### src/i2st_pkg.sv
// Constants and types shared by the two-wire slave transmitter block
package i2st_pkg;

    // ****************************************************************
    // Register map (byte addresses, one aligned word each)
    // ****************************************************************
    localparam logic [7:0] ADR_CTRL = 8'h00;
    localparam logic [7:0] ADR_STAT = 8'h04;
    localparam logic [7:0] ADR_DATA = 8'h08;
    localparam logic [7:0] ADR_OWN  = 8'h0c;

    // ****************************************************************
    // Control register fields
    // ****************************************************************
    localparam int CTL_DONE  = 7;
    localparam int CTL_ACKEN = 6;
    localparam int CTL_STA   = 5;
    localparam int CTL_STO   = 4;
    localparam int CTL_WCOL  = 3;
    localparam int CTL_EN    = 2;

    // ****************************************************************
    // Status and address register fields
    // ****************************************************************
    localparam int STAT_HI  = 7;
    localparam int STAT_LO  = 3;
    localparam int STAT_RSV = 2;
    localparam int PRE_HI   = 1;
    localparam int OWN_GCE  = 0;

    // ****************************************************************
    // Reset values
    // ****************************************************************
    localparam logic [7:0] OWN_RST  = 8'h00;
    localparam logic [7:0] DATA_RST = 8'hff;
    localparam logic [1:0] PRE_RST  = 2'h0;

    // ****************************************************************
    // Status codes, prescaler bits masked to zero
    // ****************************************************************
    localparam logic [7:0] ST_ADDR_RD   = 8'ha8;
    localparam logic [7:0] ST_ARB_RD    = 8'hb0;
    localparam logic [7:0] ST_DATA_ACK  = 8'hb8;
    localparam logic [7:0] ST_DATA_NACK = 8'hc0;
    localparam logic [7:0] ST_LAST_ACK  = 8'hc8;
    localparam logic [7:0] ST_NO_INFO   = 8'hf8;
    localparam logic [7:0] ST_BUS_ERR   = 8'h00;

    // ****************************************************************
    // Framing and timing
    // ****************************************************************
    localparam logic [3:0] BITS_PER_BYTE = 4'h8;
    localparam logic [3:0] TX_LAST_BIT   = 4'h7;
    localparam int SYS_CLK_MHZ    = 250;
    localparam int START_HOLD_NS  = 4000;
    localparam int START_HOLD_CYC =
        (START_HOLD_NS * SYS_CLK_MHZ + 999) / 1000;

    typedef enum logic [3:0] {
        S_IDLE, S_ADDR, S_AACK, S_WAIT, S_TX, S_MACK,
        S_END, S_ERR, S_GEN, S_OWN
    } i2st_state_t;

endpackage

### src/i2st_top.sv
// Two-wire slave transmitter with status codes and a Wishbone slave
// Functional notes
// - Own address read acked: code 0xA8, send
// - Arbitration lost then read-addressed: code 0xB0
// - Byte acked by master: code 0xB8
// - Byte not acked: code 0xC0, unaddressed
// - Last byte acked anyway: code 0xC8
// - Start request in 0xC0/0xC8 queues START
// - Flag clear shows code 0xF8
// - Misplaced START or STOP gives 0x00
// - Bus error sets the job-done flag
// - Stop plus flag clear recovers, clears stop
// - Recovery releases lines, sends no STOP
// - Repeated START keeps the bus owned
// - Flag set stretches the clock low, except after a bus error
// - After last byte, ignore further clocking
// - Status: code high, bit2 zero, prescaler
//
// The Wishbone slave port and the register addresses were decided locally.
`timescale 1ns/100ps
module i2st_top
    import i2st_pkg::*;
(
    input  wire logic        clk_sys,
    input  wire logic        arst_n,
    input  wire logic        wb_cyc_i,
    input  wire logic        wb_stb_i,
    input  wire logic        wb_we_i,
    input  wire logic [7:0]  wb_adr_i,
    input  wire logic [31:0] wb_dat_i,
    input  wire logic [3:0]  wb_sel_i,
    output logic      [31:0] wb_dat_o,
    output logic             wb_ack_o,
    input  wire logic        scl_i,
    output logic             scl_o,
    output logic             scl_oe,
    input  wire logic        sda_i,
    output logic             sda_o,
    output logic             sda_oe,
    input  wire logic        arb_lost_i,
    output logic             bus_claimed_o
);

    // ****************************************************************
    // Helpers
    // ****************************************************************
    function automatic logic hit(input logic [7:0] a,
                                 input logic [7:0] off);
        return a == off;
    endfunction

    // ****************************************************************
    // Declarations
    // ****************************************************************
    logic [1:0]  pin_sync;
    logic        scl_s;
    logic        sda_s;
    logic        scl_d_reg;
    logic        sda_d_reg;
    logic        scl_rise;
    logic        scl_fall;
    logic        start_det;
    logic        stop_det;
    i2st_state_t state_reg;
    i2st_state_t state_next;
    logic        ev_set;
    logic [7:0]  ev_code;
    logic        frame_err;
    logic        wb_req;
    logic        wr_en;
    logic        ctl_wr;
    logic        dat_wr;
    logic        wr_done_clr;
    logic        recover;
    logic        done_reg;
    logic        acken_reg;
    logic        sta_reg;
    logic        sto_reg;
    logic        wcol_reg;
    logic        en_reg;
    logic [7:0]  own_reg;
    logic [1:0]  pre_reg;
    logic [7:0]  data_reg;
    logic [7:0]  code_reg;
    logic [4:0]  stat_code;
    logic [7:0]  shift_reg;
    logic [3:0]  bcnt_reg;
    logic        last_reg;
    logic        mack_reg;
    logic        arb_reg;
    logic        busy_reg;
    logic        startq_reg;
    logic [11:0] hold_cnt_reg;
    logic        hold_done;
    logic        own_gen;
    logic        addr_ok;

    // ****************************************************************
    // Pin synchronisation and bus condition detection
    // ****************************************************************
    i2st_sync u_sync (
        .clk_sys  (clk_sys),
        .arst_n   (arst_n),
        .pin_in   ({sda_i, scl_i}),
        .pin_sync (pin_sync)
    );

    assign scl_s = pin_sync[0];
    assign sda_s = pin_sync[1];

    always_ff @(posedge clk_sys or negedge arst_n) begin
        if (!arst_n) begin
            scl_d_reg <= 1'h1;
            sda_d_reg <= 1'h1;
        end else begin
            scl_d_reg <= scl_s;
            sda_d_reg <= sda_s;
        end
    end

    // Our own START must not be seen as someone else's
    assign own_gen   = (state_reg == S_GEN) || (state_reg == S_OWN);
    assign scl_rise  = scl_s & ~scl_d_reg;
    assign scl_fall  = ~scl_s & scl_d_reg;
    assign start_det = ~own_gen & scl_s & scl_d_reg & sda_d_reg & ~sda_s;
    assign stop_det  = ~own_gen & scl_s & scl_d_reg & ~sda_d_reg & sda_s;

    // ****************************************************************
    // Wishbone decode
    // ****************************************************************
    assign wb_req      = wb_cyc_i & wb_stb_i & ~wb_ack_o;
    assign wr_en       = wb_req & wb_we_i & wb_sel_i[0];
    assign ctl_wr      = wr_en & hit(wb_adr_i, ADR_CTRL);
    assign dat_wr      = wr_en & hit(wb_adr_i, ADR_DATA);
    assign wr_done_clr = ctl_wr & wb_dat_i[CTL_DONE];
    assign recover     = wr_done_clr & wb_dat_i[CTL_STO];
    assign addr_ok     = (shift_reg[7:1] == own_reg[7:1]) & shift_reg[0]
                         & acken_reg;

    // ****************************************************************
    // Transfer state machine
    // ****************************************************************
    always_comb begin
        state_next = state_reg;
        ev_set     = 1'h0;
        ev_code    = code_reg;
        frame_err  = 1'h0;
        case (state_reg)
            S_IDLE: begin
                if (startq_reg && !busy_reg) begin
                    state_next = S_GEN;
                end else if (start_det) begin
                    state_next = S_ADDR;
                end
            end
            S_ADDR: begin
                if (start_det || stop_det) begin
                    if (bcnt_reg != 4'h0) begin
                        frame_err = 1'h1;
                    end else if (stop_det) begin
                        state_next = S_IDLE;
                    end
                end else if (scl_fall && bcnt_reg == BITS_PER_BYTE) begin
                    state_next = addr_ok ? S_AACK : S_IDLE;
                end
            end
            S_AACK: begin
                if (start_det || stop_det) begin
                    frame_err = 1'h1;
                end else if (scl_fall) begin
                    ev_set     = 1'h1;
                    ev_code    = arb_reg ? ST_ARB_RD : ST_ADDR_RD;
                    state_next = S_WAIT;
                end
            end
            S_WAIT: begin
                if (!done_reg) begin
                    state_next = S_TX;
                end
            end
            S_TX: begin
                if (start_det || stop_det) begin
                    frame_err = 1'h1;
                end else if (scl_fall && bcnt_reg == TX_LAST_BIT) begin
                    state_next = S_MACK;
                end
            end
            S_MACK: begin
                if (start_det || stop_det) begin
                    frame_err = 1'h1;
                end else if (scl_fall) begin
                    ev_set = 1'h1;
                    if (!mack_reg) begin
                        ev_code    = ST_DATA_NACK;
                        state_next = S_END;
                    end else if (last_reg) begin
                        ev_code    = ST_LAST_ACK;
                        state_next = S_END;
                    end else begin
                        ev_code    = ST_DATA_ACK;
                        state_next = S_WAIT;
                    end
                end
            end
            S_END: begin
                if (!done_reg) begin
                    state_next = S_IDLE;
                end
            end
            S_ERR: begin
                state_next = S_ERR;
            end
            S_GEN: begin
                if (hold_done) begin
                    state_next = S_OWN;
                end
            end
            S_OWN: begin
                if (!sta_reg) begin
                    state_next = S_IDLE;
                end
            end
            default: begin
                state_next = S_IDLE;
            end
        endcase
        if (frame_err) begin
            ev_set     = 1'h1;
            ev_code    = ST_BUS_ERR;
            state_next = S_ERR;
        end
        if (recover || !en_reg) begin
            state_next = S_IDLE;
        end
    end

    always_ff @(posedge clk_sys or negedge arst_n) begin
        if (!arst_n) begin
            state_reg <= S_IDLE;
        end else begin
            state_reg <= state_next;
        end
    end

    // ****************************************************************
    // Shifter, bit counter, master acknowledge
    // ****************************************************************
    always_ff @(posedge clk_sys or negedge arst_n) begin
        if (!arst_n) begin
            shift_reg <= 8'h00;
            bcnt_reg  <= 4'h0;
            last_reg  <= 1'h0;
            mack_reg  <= 1'h0;
        end else if (start_det) begin
            bcnt_reg <= 4'h0;
        end else if (state_reg == S_ADDR) begin
            if (scl_rise && bcnt_reg != BITS_PER_BYTE) begin
                shift_reg <= {shift_reg[6:0], sda_s};
                bcnt_reg  <= bcnt_reg + 4'h1;
            end
        end else if (state_reg == S_WAIT && state_next == S_TX) begin
            shift_reg <= data_reg;
            bcnt_reg  <= 4'h0;
            last_reg  <= ~acken_reg;
        end else if (state_reg == S_TX && scl_fall) begin
            shift_reg <= {shift_reg[6:0], 1'h1};
            bcnt_reg  <= bcnt_reg + 4'h1;
        end else if (state_reg == S_MACK && scl_rise) begin
            mack_reg <= ~sda_s;
        end
    end

    // ****************************************************************
    // Bus ownership, arbitration latch, START generation
    // ****************************************************************
    always_ff @(posedge clk_sys or negedge arst_n) begin
        if (!arst_n) begin
            busy_reg <= 1'h0;
        end else if (start_det) begin
            busy_reg <= 1'h1;
        end else if (stop_det) begin
            busy_reg <= 1'h0;
        end
    end

    always_ff @(posedge clk_sys or negedge arst_n) begin
        if (!arst_n) begin
            arb_reg <= 1'h0;
        end else if (arb_lost_i) begin
            arb_reg <= 1'h1;
        end else if (state_reg == S_WAIT || state_reg == S_IDLE) begin
            arb_reg <= 1'h0;
        end
    end

    always_ff @(posedge clk_sys or negedge arst_n) begin
        if (!arst_n) begin
            startq_reg <= 1'h0;
        end else if (state_reg == S_END && wr_done_clr
                     && wb_dat_i[CTL_STA]) begin
            startq_reg <= 1'h1;
        end else if (state_reg == S_GEN || !en_reg) begin
            startq_reg <= 1'h0;
        end
    end

    assign hold_done = hold_cnt_reg == 12'(START_HOLD_CYC - 1);

    always_ff @(posedge clk_sys or negedge arst_n) begin
        if (!arst_n) begin
            hold_cnt_reg <= 12'h000;
        end else if (state_reg == S_GEN && !hold_done) begin
            hold_cnt_reg <= hold_cnt_reg + 12'h001;
        end else if (state_reg != S_GEN) begin
            hold_cnt_reg <= 12'h000;
        end
    end

    // ****************************************************************
    // Pin drivers, open drain: only ever pull low
    // ****************************************************************
    always_ff @(posedge clk_sys or negedge arst_n) begin
        if (!arst_n) begin
            scl_o  <= 1'h0;
            sda_o  <= 1'h0;
            scl_oe <= 1'h0;
            sda_oe <= 1'h0;
        end else begin
            scl_o  <= 1'h0;
            sda_o  <= 1'h0;
            // Error state leaves both lines released
            scl_oe <= (done_reg && (state_reg == S_WAIT
                       || state_reg == S_END))
                      || state_reg == S_OWN;
            // Released bits after the last byte read as ones
            sda_oe <= (state_reg == S_AACK)
                      || (state_reg == S_TX && !shift_reg[7])
                      || own_gen;
        end
    end

    always_ff @(posedge clk_sys or negedge arst_n) begin
        if (!arst_n) begin
            bus_claimed_o <= 1'h0;
        end else begin
            bus_claimed_o <= state_reg == S_OWN;
        end
    end

    // ****************************************************************
    // Software registers
    // ****************************************************************
    always_ff @(posedge clk_sys or negedge arst_n) begin
        if (!arst_n) begin
            done_reg <= 1'h0;
            code_reg <= ST_NO_INFO;
        end else if (ev_set) begin
            done_reg <= 1'h1;
            code_reg <= ev_code;
        end else if (wr_done_clr) begin
            done_reg <= 1'h0;
        end
    end

    always_ff @(posedge clk_sys or negedge arst_n) begin
        if (!arst_n) begin
            acken_reg <= 1'h0;
            sta_reg   <= 1'h0;
            sto_reg   <= 1'h0;
            en_reg    <= 1'h0;
        end else if (ctl_wr) begin
            acken_reg <= wb_dat_i[CTL_ACKEN];
            sta_reg   <= wb_dat_i[CTL_STA];
            // Recovery consumes the stop request at once
            sto_reg   <= wb_dat_i[CTL_STO] & ~recover;
            en_reg    <= wb_dat_i[CTL_EN];
        end
    end

    always_ff @(posedge clk_sys or negedge arst_n) begin
        if (!arst_n) begin
            wcol_reg <= 1'h0;
            data_reg <= DATA_RST;
        end else if (dat_wr) begin
            wcol_reg <= ~done_reg;
            if (done_reg) begin
                data_reg <= wb_dat_i[7:0];
            end
        end
    end

    always_ff @(posedge clk_sys or negedge arst_n) begin
        if (!arst_n) begin
            own_reg <= OWN_RST;
            pre_reg <= PRE_RST;
        end else if (wr_en && hit(wb_adr_i, ADR_OWN)) begin
            own_reg <= wb_dat_i[7:0];
        end else if (wr_en && hit(wb_adr_i, ADR_STAT)) begin
            pre_reg <= wb_dat_i[PRE_HI:0];
        end
    end

    // ****************************************************************
    // Read path and acknowledge
    // ****************************************************************
    assign stat_code = done_reg ? code_reg[STAT_HI:STAT_LO]
                                : ST_NO_INFO[STAT_HI:STAT_LO];

    always_ff @(posedge clk_sys or negedge arst_n) begin
        if (!arst_n) begin
            wb_ack_o <= 1'h0;
            wb_dat_o <= 32'h0000_0000;
        end else begin
            wb_ack_o <= wb_req;
            wb_dat_o <= 32'h0000_0000;
            if (wb_req && !wb_we_i) begin
                if (hit(wb_adr_i, ADR_CTRL)) begin
                    wb_dat_o[7:0] <= {done_reg, acken_reg, sta_reg,
                                      sto_reg, wcol_reg, en_reg, 2'h0};
                end else if (hit(wb_adr_i, ADR_STAT)) begin
                    wb_dat_o[7:0] <= {stat_code, 1'h0, pre_reg};
                end else if (hit(wb_adr_i, ADR_DATA)) begin
                    wb_dat_o[7:0] <= data_reg;
                end else if (hit(wb_adr_i, ADR_OWN)) begin
                    wb_dat_o[7:0] <= own_reg;
                end
            end
        end
    end
endmodule // i2st_top

### src/i2st_sync.sv
// Two-stage synchroniser for the bus clock and data pins
`timescale 1ns/100ps
module i2st_sync (
    input  wire logic       clk_sys,
    input  wire logic       arst_n,
    input  wire logic [1:0] pin_in,
    output logic      [1:0] pin_sync
);
    logic [1:0] meta_reg;

    always_ff @(posedge clk_sys or negedge arst_n) begin
        if (!arst_n) begin
            meta_reg <= 2'h3;
            pin_sync <= 2'h3;
        end else begin
            meta_reg <= pin_in;
            pin_sync <= meta_reg;
        end
    end
endmodule // i2st_sync

### config.mk
export PLATFORM = sky130hd
export DESIGN_NAME = i2st_top
export DESIGN_NICKNAME = d
export VERILOG_FILES = /design/src/i2st_pkg.sv /design/src/i2st_top.sv /design/src/i2st_sync.sv
export SDC_FILE = /design/constraint.sdc
export NUM_CORES = 1
export LEC_CHECK = 0
export ABC_CLOCK_PERIOD_IN_PS = 2200
export BUFFER_PORTS_ARGS = -buffer_cell sky130_fd_sc_hd__buf_2
export CELL_PAD_IN_SITES_DETAIL_PLACEMENT = 1
export CELL_PAD_IN_SITES_GLOBAL_PLACEMENT = 1
export CORE_UTILIZATION = 40
export CTS_CLUSTER_DIAMETER = 50
export CTS_CLUSTER_SIZE = 12
export DETAILED_ROUTE_END_ITERATION = 8
export PLACE_DENSITY = 0.78
export SLEW_MARGIN = 20
export SYNTH_ARGS = -nofsm -noshare
export SYNTH_HDL_FRONTEND = slang
export SYNTH_SLANG_ARGS = --single-unit
### constraint.sdc
create_clock -name clk_sys -period 2.2 [get_ports clk_sys]
set_clock_uncertainty 0.05 [all_clocks]
set_input_delay 0.11 -clock clk_sys [delete_from_list [all_inputs] [get_ports clk_sys]]
set_output_delay 0.11 -clock clk_sys [all_outputs]
set_load 0.03 [all_outputs]
==> results.json, run 1 <==
{
  "drt-total-wl_um": 10800,
  "synth_xor_area_frac": 0.0346,
  "drive_gt1_frac": 0.215,
  "fp.dieH_um": 106,
  "fmax_mhz": 507,
  "antenna_found_initial": 0,
  "status": "completed",
  "cts_root_buf": "clkbuf_8",
  "area_growth_pct": 14.5,
  "synth.mux.area_fraction": 0.0666,
  "slowest_delay_ns": 0.42,
  "fin_area_um2": 4930,
  "nFillCells": 1208,
  "wl_per_cell_um": 17.3,
  "ys.flop_type": "dfrtp_1",
  "syn_area_per_cell_um2": 10.1,
  "dieArea_um2": 11200,
  "synthCells": 424,
  "ff2ff_path_depth": 7,
  "fp-row-count": 37,
  "crit_path_top_delay_cell": "dfrtp_1",
  "synth_top_family_by_area": "simple AND/OR/NAND/NOR gates",
  "initial_utilization": 0.415,
  "largest_register_ffs": 12,
  "h-tree-depth": 3,
  "cts_setup_buffers": 0,
  "grt_util_all_layers": 0.213,
  "ys_types": 67,
  "power_density_nw_per_um2": 574,
  "ys_seq_area_frac": 0.471,
  "critPathTopFamily": "simple AND/OR/NAND/NOR gates",
  "hp-class": "in -> reg",
  "clkSinkCount": 80,
  "overflow": 0,
  "cts_buffers": 9,
  "post_dp_cell_area_um2": 4600,
  "power_leakage_nw": 2.27,
  "min_period_ns": 1.97,
  "synth-compound-area-share": 0.154,
  "cp-start-kind": "flip-flop",
  "firstDrtPassIters": 4,
  "port_buffers": 36,
  "hold_viol_final": 0,
  "synth_area_leaders": "dfrtp_1, dfstp_2, mux2_1",
  "slew_viol_final": 0,
  "grt_pass1_vias": 3530,
  "cts_tree": "done",
  "cp.required_ns": 2.45,
  "insertion_delay_ns": 0.39,
  "yosys.area_share.simple": 0.183,
  "cts_buffer_depth": 2,
  "whs_path_depth": 3,
  "drc": 0,
  "coreArea_um2": 10400,
  "fin_crit_sh": 0.897,
  "drt_iter0_drc": 186,
  "via_per_inst": 5.30,
  "clk_pin_slew_ns": 0.09,
  "hold-path-endpoint": "sto_reg$_DFFE_PN0P_",
  "vias": 3310,
  "dp_hpwl_um": 7800,
  "async_flop_share": 1.00,
  "synth_warnings": 0,
  "yosys-top-cells-count": "dfrtp_1, nor2_1, nand2_1",
  "cp-end-kind": "flip-flop",
  "r2r-end": "bcnt_reg[2]$_DFFE_PN0P_",
  "diodes": 0,
  "r2r-start": "bcnt_reg[0]$_DFFE_PN0P_",
  "synthAdderAreaFrac": 0.00873,
  "power_mw": 2.83,
  "reg2reg_setup_slack_ns": 0.23,
  "peakVddDrop_mv": 0.344,
  "finish.utilization": 0.475,
  "layout.nets": 538,
  "ant_nets": 0,
  "grt_max_degree": 43,
  "finalSetupViolCount": 0,
  "tightest_slew_ns": 0.547,
  "yosys_register_bits": 80,
  "path_buf_inv": 1,
  "yosys.area.top_type": "dfrtp_1",
  "synth_top_cell_area_share": 0.355,
  "fin_tns_setup_ns": 0,
  "io_pins": 90,
  "rsz0062_at_grt": "false",
  "grt_pass1_wl_um": 18300,
  "synth_edf_count": 0,
  "die_x_um": 106,
  "relSlewSlack": 0.635,
  "yosysMostFrequentCell": "dfrtp_1",
  "path_max_fanout": 10,
  "place_congestion": 0.875,
  "drv_cap": 0,
  "worst_hold_startpoint": "wb_dat_i[4]",
  "crit_type": "reg -> reg",
  "worstPathCellList": "inv_1, ha_1, and3b_1, o21ba_1, nor2_2, a21oi_1, a211oi_1",
  "worstPathArrival_ns": 2.22,
  "syn_area_um2": 4300
}
-- cells in the final DEF, fill, tap and decap left out, drive strengths merged, types with 3 or more instances in the layout --
master,Yosys,layout
dfstp,19,19
nor4,4,4
nand2b,11,11
nor3,3,3
ha,3,3
inv,16,20
xor2,15,15
a211oi,4,4
conb,1,26
nand2,32,32
a31oi,4,4
or3,5,5
nand3,13,13
and4b,3,3
a22oi,9,9
mux2i,5,5
nand4b,3,3
nand4,5,5
dlygate4sd3,0,13
nor2,37,37
o221ai,6,6
o22ai,5,5
buf,34,55
mux2,21,21
clkbuf,11,10
nor2b,7,7
o21ai,21,21
dfrtp,61,61
a21o,7,7
a21oi,24,24
-- where the power goes --
part	switching (mW)	total, mW	internal [mW]	leakage (nW)
sequential	0.0207	1.51	1.49	0.996
combinational	0.160	0.233	0.0730	1.18
clock	0.623	1.08	0.458	0.0956
total	0.803	2.83	2.02	2.27
-- stage by stage --
stage                     worst slack [ns]  instances  hold slack [ns]
after floorplan                      0.351        449           -0.236
after CTS                            0.141        624           0.0211
after global routing                0.0214        624           0.0507
final                                0.227        624           0.0448
after global placement               0.194        595           0.0811
after detailed placement             0.164        595           0.0896
-- layer usage --
| layer | GRT usage | vias up | part of all wire |
|---|---|---|---|
| li1 | - | 1568 | - |
| met1 | 0.270 | 1695 | 0.46 |
| met2 | 0.359 | 37 | 0.50 |
| met3 | 0.0513 | 10 | 0.027 |
| met4 | 0.0665 | 0 | 0.014 |
| met5 | 0 | - | 0 |
-- worst max path at each step --
stage	from	to	slack, ns	depth (start not counted)
4_1_cts	state_reg[2]$_DFF_PN0_	bcnt_reg[2]$_DFFE_PN0P_	0.14	5
2_1_floorplan	state_reg[1]$_DFF_PN0_	bcnt_reg[1]$_DFFE_PN0P_	0.35	7
3_3_place_gp	state_reg[2]$_DFF_PN0_	bcnt_reg[2]$_DFFE_PN0P_	0.19	5
6_report	bcnt_reg[0]$_DFFE_PN0P_	bcnt_reg[2]$_DFFE_PN0P_	0.23	7
3_5_place_dp	state_reg[2]$_DFF_PN0_	bcnt_reg[2]$_DFFE_PN0P_	0.16	5
5_1_grt	bcnt_reg[0]$_DFFE_PN0P_	bcnt_reg[2]$_DFFE_PN0P_	0.02	7
-- worst reg2reg max path, stage by stage, from the launching register on --
cell      delay [ns]
dfrtp_1         0.42
inv_1           0.06
ha_1            0.21
and3b_1         0.20
o21ba_1         0.23
nor2_2          0.38
a21oi_1         0.13
a211oi_1        0.21
-- repair_timing --
action / CTS / global route
hold buffers: 13 / 0
hold endpoints to repair: 50 / 0
endpoints found under the setup margin: 0 / 10
gates resized for setup: 0 / 2
-- kinds of logic (layout without fill, tap and decap cells) --
logic type | Yosys count | after routing
XOR/XNOR | 17 | 17
other | 1 | 26
flip-flops | 80 | 80
multiplexers | 26 | 26
AND/OR/NAND/NOR | 141 | 141
AO/OA/AOI/OAI | 95 | 95
buffers and inverters | 61 | 100
adder cells (fa/ha/maj) | 3 | 3
-- cell type report --
type                       instances  area (um2)  share of cell area
clock buffer                      10         138              0.0279
clock inverter                     6        50.0              0.0102
inverter                          16        60.1              0.0122
multi-input combinational        308        2030               0.411
sequential                        80        2030               0.411
tap                              136         170              0.0345
timing repair buffer              68         455              0.0924
Note: power is estimated with default switching activity, not from simulation.
==> run 2: changes to the inputs <==
--- a/config.mk
+++ b/config.mk
@@ -13,7 +13,7 @@
 export CTS_CLUSTER_DIAMETER = 50
 export CTS_CLUSTER_SIZE = 12
 export DETAILED_ROUTE_END_ITERATION = 8
-export PLACE_DENSITY = 0.78
+export PLACE_DENSITY = 0.75
 export SLEW_MARGIN = 20
 export SYNTH_ARGS = -nofsm -noshare
 export SYNTH_HDL_FRONTEND = slang
==> results.json, run 2 (synthesized netlist as in run 1, its figures left out) <==
{
  "power_mw": 2.79,
  "initial_utilization": 0.415,
  "drv_cap": 0,
  "cts_tree": "done",
  "dp_hpwl_um": 8010,
  "grt_util_all_layers": 0.211,
  "overflow": 0,
  "path_max_fanout": 6,
  "mostFrequentLayoutCells": "dfrtp_1, nor2_1, buf_2",
  "vias": 3357,
  "finish.utilization": 0.475,
  "ant_nets": 0,
  "cp-end-kind": "flip-flop",
  "grt_pass1_vias": 3517,
  "finalSetupViolCount": 0,
  "area_growth_pct": 14.5,
  "ff2ff_path_depth": 7,
  "diodes": 0,
  "clkSinkCount": 80,
  "final_common_cell": "dfrtp_1",
  "crit_type": "reg -> reg",
  "antenna_found_initial": 0,
  "drt_iter0_drc": 104,
  "via_per_inst": 5.38,
  "tightest_slew_ns": 0.576,
  "fp.dieH_um": 106,
  "peakVddDrop_mv": 0.474,
  "firstDrtPassIters": 4,
  "drt-total-wl_um": 10800,
  "port_buffers": 36,
  "cp-start-kind": "flip-flop",
  "top_usage_layer": "met2",
  "fmax_mhz": 484,
  "min_period_ns": 2.07,
  "largest_register_ffs": 12,
  "met2_usage": 0.360,
  "worstPathArrival_ns": 2.27,
  "wl_per_cell_um": 17.3,
  "status": "completed",
  "h-tree-depth": 3,
  "coreArea_um2": 10400,
  "layout.nets": 538,
  "relSlewSlack": 0.615,
  "hold_viol_final": 0,
  "clk_pin_slew_ns": 0.10,
  "fin_tns_setup_ns": 0,
  "fin_crit_sh": 0.939,
  "cts_root_buf": "clkbuf_8",
  "cp.required_ns": 2.41,
  "cts_buffer_depth": 2,
  "io_pins": 90,
  "grt_max_degree": 40,
  "whs_path_depth": 3,
  "fp-row-count": 37,
  "rsz0062_at_grt": "false",
  "insertion_delay_ns": 0.37,
  "die_x_um": 106,
  "cts_setup_buffers": 0,
  "place_congestion": 0.815,
  "drive_gt1_frac": 0.219,
  "grt_pass1_wl_um": 18200,
  "power_density_nw_per_um2": 566,
  "cts_buffers": 9,
  "drc": 0,
  "hp-class": "in -> reg",
  "timing.hold.ws_ns": 0.0249,
  "dieArea_um2": 11200,
  "power_leakage_nw": 2.27,
  "grt_use_met1": 0.267,
  "slew_viol_final": 0,
  "use_met3": 0.0408
}
==> run 2: final cells by class <==
| cell class | instances | area [um2] |
|---|---|---|
| Clock buffer | 9 | 124 |
| Inverter | 16 | 60.1 |
| Fill cell | 1199 | 5450 |
| Sequential cell | 80 | 2030 |
| Clock inverter | 7 | 60.1 |
| Multi-Input combinational cell | 308 | 2020 |
| Tap cell | 136 | 170 |
| Timing Repair Buffer | 68 | 463 |
==> run 2: path summary, 6_finish.rpt <==
| path | slack (ns) | to | startpoint |
|---|---|---|---|
| setup / recovery | 0.13 | done_reg$_DFFE_PN0P_ | bcnt_reg[0]$_DFFE_PN0P_ |
| hold / removal | 0.02 | wb_ack_o$_DFF_PN0_ | wb_stb_i |
| setup reg to reg | 0.13 | done_reg$_DFFE_PN0P_ | bcnt_reg[0]$_DFFE_PN0P_ |
| hold reg to reg | 0.31 | u_sync.pin_sync[0]$_DFF_PN1_ | u_sync.meta_reg[0]$_DFF_PN1_ |
| max in group asynchronous | 1.25 | u_sync.meta_reg[0]$_DFF_PN1_ | arst_n |
| min in group asynchronous | 0.22 | own_reg[4]$_DFFE_PN0P_ | arst_n |
==> run 2: power by group <==
group	total, mW	switching [mW]	internal (mW)	leakage [nW]
combinational	0.237	0.162	0.0751	1.19
sequential	1.51	0.0185	1.49	0.996
clock	1.04	0.610	0.429	0.0912
==> run 2: through the flow <==
stage / cell area, um2 / worst slack (ns) / instances
final: 4920 / 0.134 / 624
after global routing: 4920 / 0.0114 / 624
after CTS: 4920 / 0.0998 / 624
after detailed placement: 4630 / 0.125 / 597
after global placement: 4630 / 0.198 / 597
after floorplan: 4400 / 0.351 / 449
==> run 2: per-layer routing <==
metal | up-vias | routed length, um
met5 | - | 0
li1 | 1577 | -
met3 | 12 | 262
met4 | 0 | 151
met1 | 1717 | 4910
met2 | 51 | 5470
==> run 2: worst max-delay path, cell delays in order, from the launching register on <==
cell and delay [ns]:
dfrtp_1 0.44, inv_1 0.09, ha_1 0.17, or3b_1 0.40
a21oi_1 0.29, nor4_4 0.08, buf_4 0.17, a211o_1 0.26
==> run 2: timing repair <==
| item | in CTS | in global routing |
|---|---|---|
| setup endpoints to repair | 0 | 5 |
| hold endpoints to repair | 51 | 0 |
| gates resized for setup | 0 | 1 |
| hold buffers | 11 | 0 |
==> run 3: changes to the inputs <==
--- a/config.mk
+++ b/config.mk
@@ -13,6 +13,7 @@
 export CTS_CLUSTER_DIAMETER = 50
 export CTS_CLUSTER_SIZE = 12
 export DETAILED_ROUTE_END_ITERATION = 8
+export HOLD_SLACK_MARGIN = 0.03
 export PLACE_DENSITY = 0.75
 export SLEW_MARGIN = 20
 export SYNTH_ARGS = -nofsm -noshare
==> results.json, run 3 (synthesized netlist as in run 1, its figures left out) <==
{
  "drc": 0,
  "grt_util_all_layers": 0.213,
  "p_sw_mw": 0.794,
  "status": "completed",
  "area_growth_pct": 15.2,
  "die_x_um": 106,
  "largest_register_ffs": 12,
  "via_per_inst": 5.41,
  "finish.utilization": 0.478,
  "peakVddDrop_mv": 0.476,
  "cts_buffers": 9,
  "slowest_delay_ns": 0.44,
  "clkSinkCount": 80,
  "antenna_found_initial": 0,
  "final_common_cell": "dfrtp_1",
  "h-tree-depth": 3,
  "fin_area_um2": 4950,
  "crit_type": "reg -> reg",
  "crit_path_top_delay_cell": "dfrtp_1",
  "finalSetupViolCount": 0,
  "multiInputGateArea_um2": 2020,
  "grt_max_degree": 40,
  "hold_viol_final": 0,
  "fp-row-count": 37,
  "r2r-start": "bcnt_reg[0]$_DFFE_PN0P_",
  "path_max_fanout": 6,
  "critPathCapture": "done_reg$_DFFE_PN0P_",
  "relSlewSlack": 0.616,
  "slew_viol_final": 0,
  "switching_share": 0.284,
  "cts_tree": "done",
  "layout.nets": 541,
  "reg2reg_setup_slack_ns": 0.13,
  "firstDrtPassIters": 4,
  "path_buf_inv": 2,
  "power_density_nw_per_um2": 564,
  "port_buffers": 36,
  "tightest_slew_ns": 0.575,
  "drt-total-wl_um": 10900,
  "grt_pass1_wl_um": 18300,
  "critPathTopFamily": "compound AO/OA/AOI/OAI gates",
  "dp_hpwl_um": 8010,
  "min_period_ns": 2.07,
  "insertion_delay_ns": 0.37,
  "overflow": 0,
  "timing.hold.ws_ns": 0.122,
  "use_met3": 0.0408,
  "io_pins": 90,
  "wl_per_cell_um": 17.3,
  "r2r-end": "done_reg$_DFFE_PN0P_",
  "cts_buffer_depth": 2,
  "grt_pass1_vias": 3539,
  "ant_nets": 0,
  "fin_tns_setup_ns": 0,
  "cp-end-kind": "flip-flop",
  "worstPathCellList": "inv_1, ha_1, or3b_1, a21oi_1, nor4_4, buf_4, a211o_1",
  "ff2ff_path_depth": 7,
  "place_congestion": 0.815,
  "dp_cells": 597,
  "grt_use_met1": 0.271,
  "vias": 3390,
  "coreArea_um2": 10400,
  "p_seq_frac": 0.541,
  "diodes": 0,
  "power_leakage_nw": 2.29,
  "drv_cap": 0,
  "rsz0062_at_grt": "false",
  "clkPwrFrac": 0.373,
  "initial_utilization": 0.415,
  "cp-start-kind": "flip-flop",
  "crit_path_start": "bcnt_reg[0]$_DFFE_PN0P_",
  "instances_no_fill": 627,
  "fp.dieH_um": 106,
  "combPwrFrac": 0.087,
  "p_int_mw": 2.00,
  "path_depth": 7,
  "hp-class": "in -> reg",
  "worstPathArrival_ns": 2.27,
  "cts_root_buf": "clkbuf_8",
  "nFillCells": 1200,
  "top_usage_layer": "met2",
  "dieArea_um2": 11200,
  "seq_area_um2": 2030,
  "met2_usage": 0.363,
  "fin_crit_sh": 0.940,
  "fmax_mhz": 484,
  "clk_pin_slew_ns": 0.10,
  "drive_gt1_frac": 0.218,
  "drt_iter0_drc": 92,
  "mostFrequentLayoutCells": "dfrtp_1, nor2_1, buf_2",
  "post_dp_cell_area_um2": 4630,
  "cp.required_ns": 2.41
}
==> run 3: changes by cell type in the layout (fill, tap and decap cells not counted), sizes merged <==
cell	change
dlygate4sd3	+3
==> run 3: power groups by stage <==
stage                     Clock (mW)  Combinational (mW)  Sequential (mW)
after CTS                       1.07               0.243             1.51
final                           1.04               0.242             1.51
after global routing            1.12               0.266             1.51
after global placement             0               0.216             1.54
after detailed placement           0               0.223             1.54
after floorplan                    0               0.164             1.54
==> run 3: per-layer routing <==
metal,part of all wire,vias up,routed length [um]
met3,0.025,14,268
met4,0.014,0,155
met2,0.51,50,5510
met5,0,-,0
li1,-,1584,-
met1,0.45,1742,4930
==> run 3: tightest hold or removal path, delay by kind of cell <==
kind / cells / cell delay, ns
AO/OA/AOI/OAI: 1 / 0.06
AND/OR/NAND/NOR: 1 / 0.12
buffers and inverters: 1 / 0.22
==> run 3: worst min path at each step <==
stage | startpoint | endpoint | slack, ns | cells after the start
floorplan | arst_n | acken_reg$_DFFE_PN0P_ | -0.24 | 0
global route | wb_adr_i[3] | wcol_reg$_DFFE_PN0P_ | 0.13 | 3
finish | wb_adr_i[3] | wcol_reg$_DFFE_PN0P_ | 0.12 | 3
CTS | wb_adr_i[2] | wcol_reg$_DFFE_PN0P_ | 0.11 | 2
global placement | arst_n | state_reg[2]$_DFF_PN0_ | 0.08 | 1
detailed placement | arst_n | wb_dat_o[5]$_DFF_PN0_ | 0.08 | 1
==> run 3: through the flow <==
step | setup slack, ns | power (mW)
after floorplan | 0.351 | 1.70
after global placement | 0.198 | 1.75
after detailed placement | 0.125 | 1.76
after global routing | 0.0114 | 2.90
after CTS | 0.0998 | 2.82
final | 0.133 | 2.79
==> run 3: what timing repair did <==
item / in CTS / in global routing
buffers inserted: 0 / 0
hold buffers: 14 / 0
endpoints found under the hold margin: 56 / 0
resized for setup: 0 / 1
setup endpoints to repair: 0 / 5
==> run 3: layout make-up <==
| cell class | instances | share of cell area |
|---|---|---|
| flip-flops and latches | 80 | 0.409 |
| repair buffers | 71 | 0.0995 |
| well taps | 136 | 0.0344 |
| clock buffers | 9 | 0.0250 |
| inverters | 16 | 0.0121 |
| clock inverters | 7 | 0.0121 |
| multi-input cells | 308 | 0.408 |
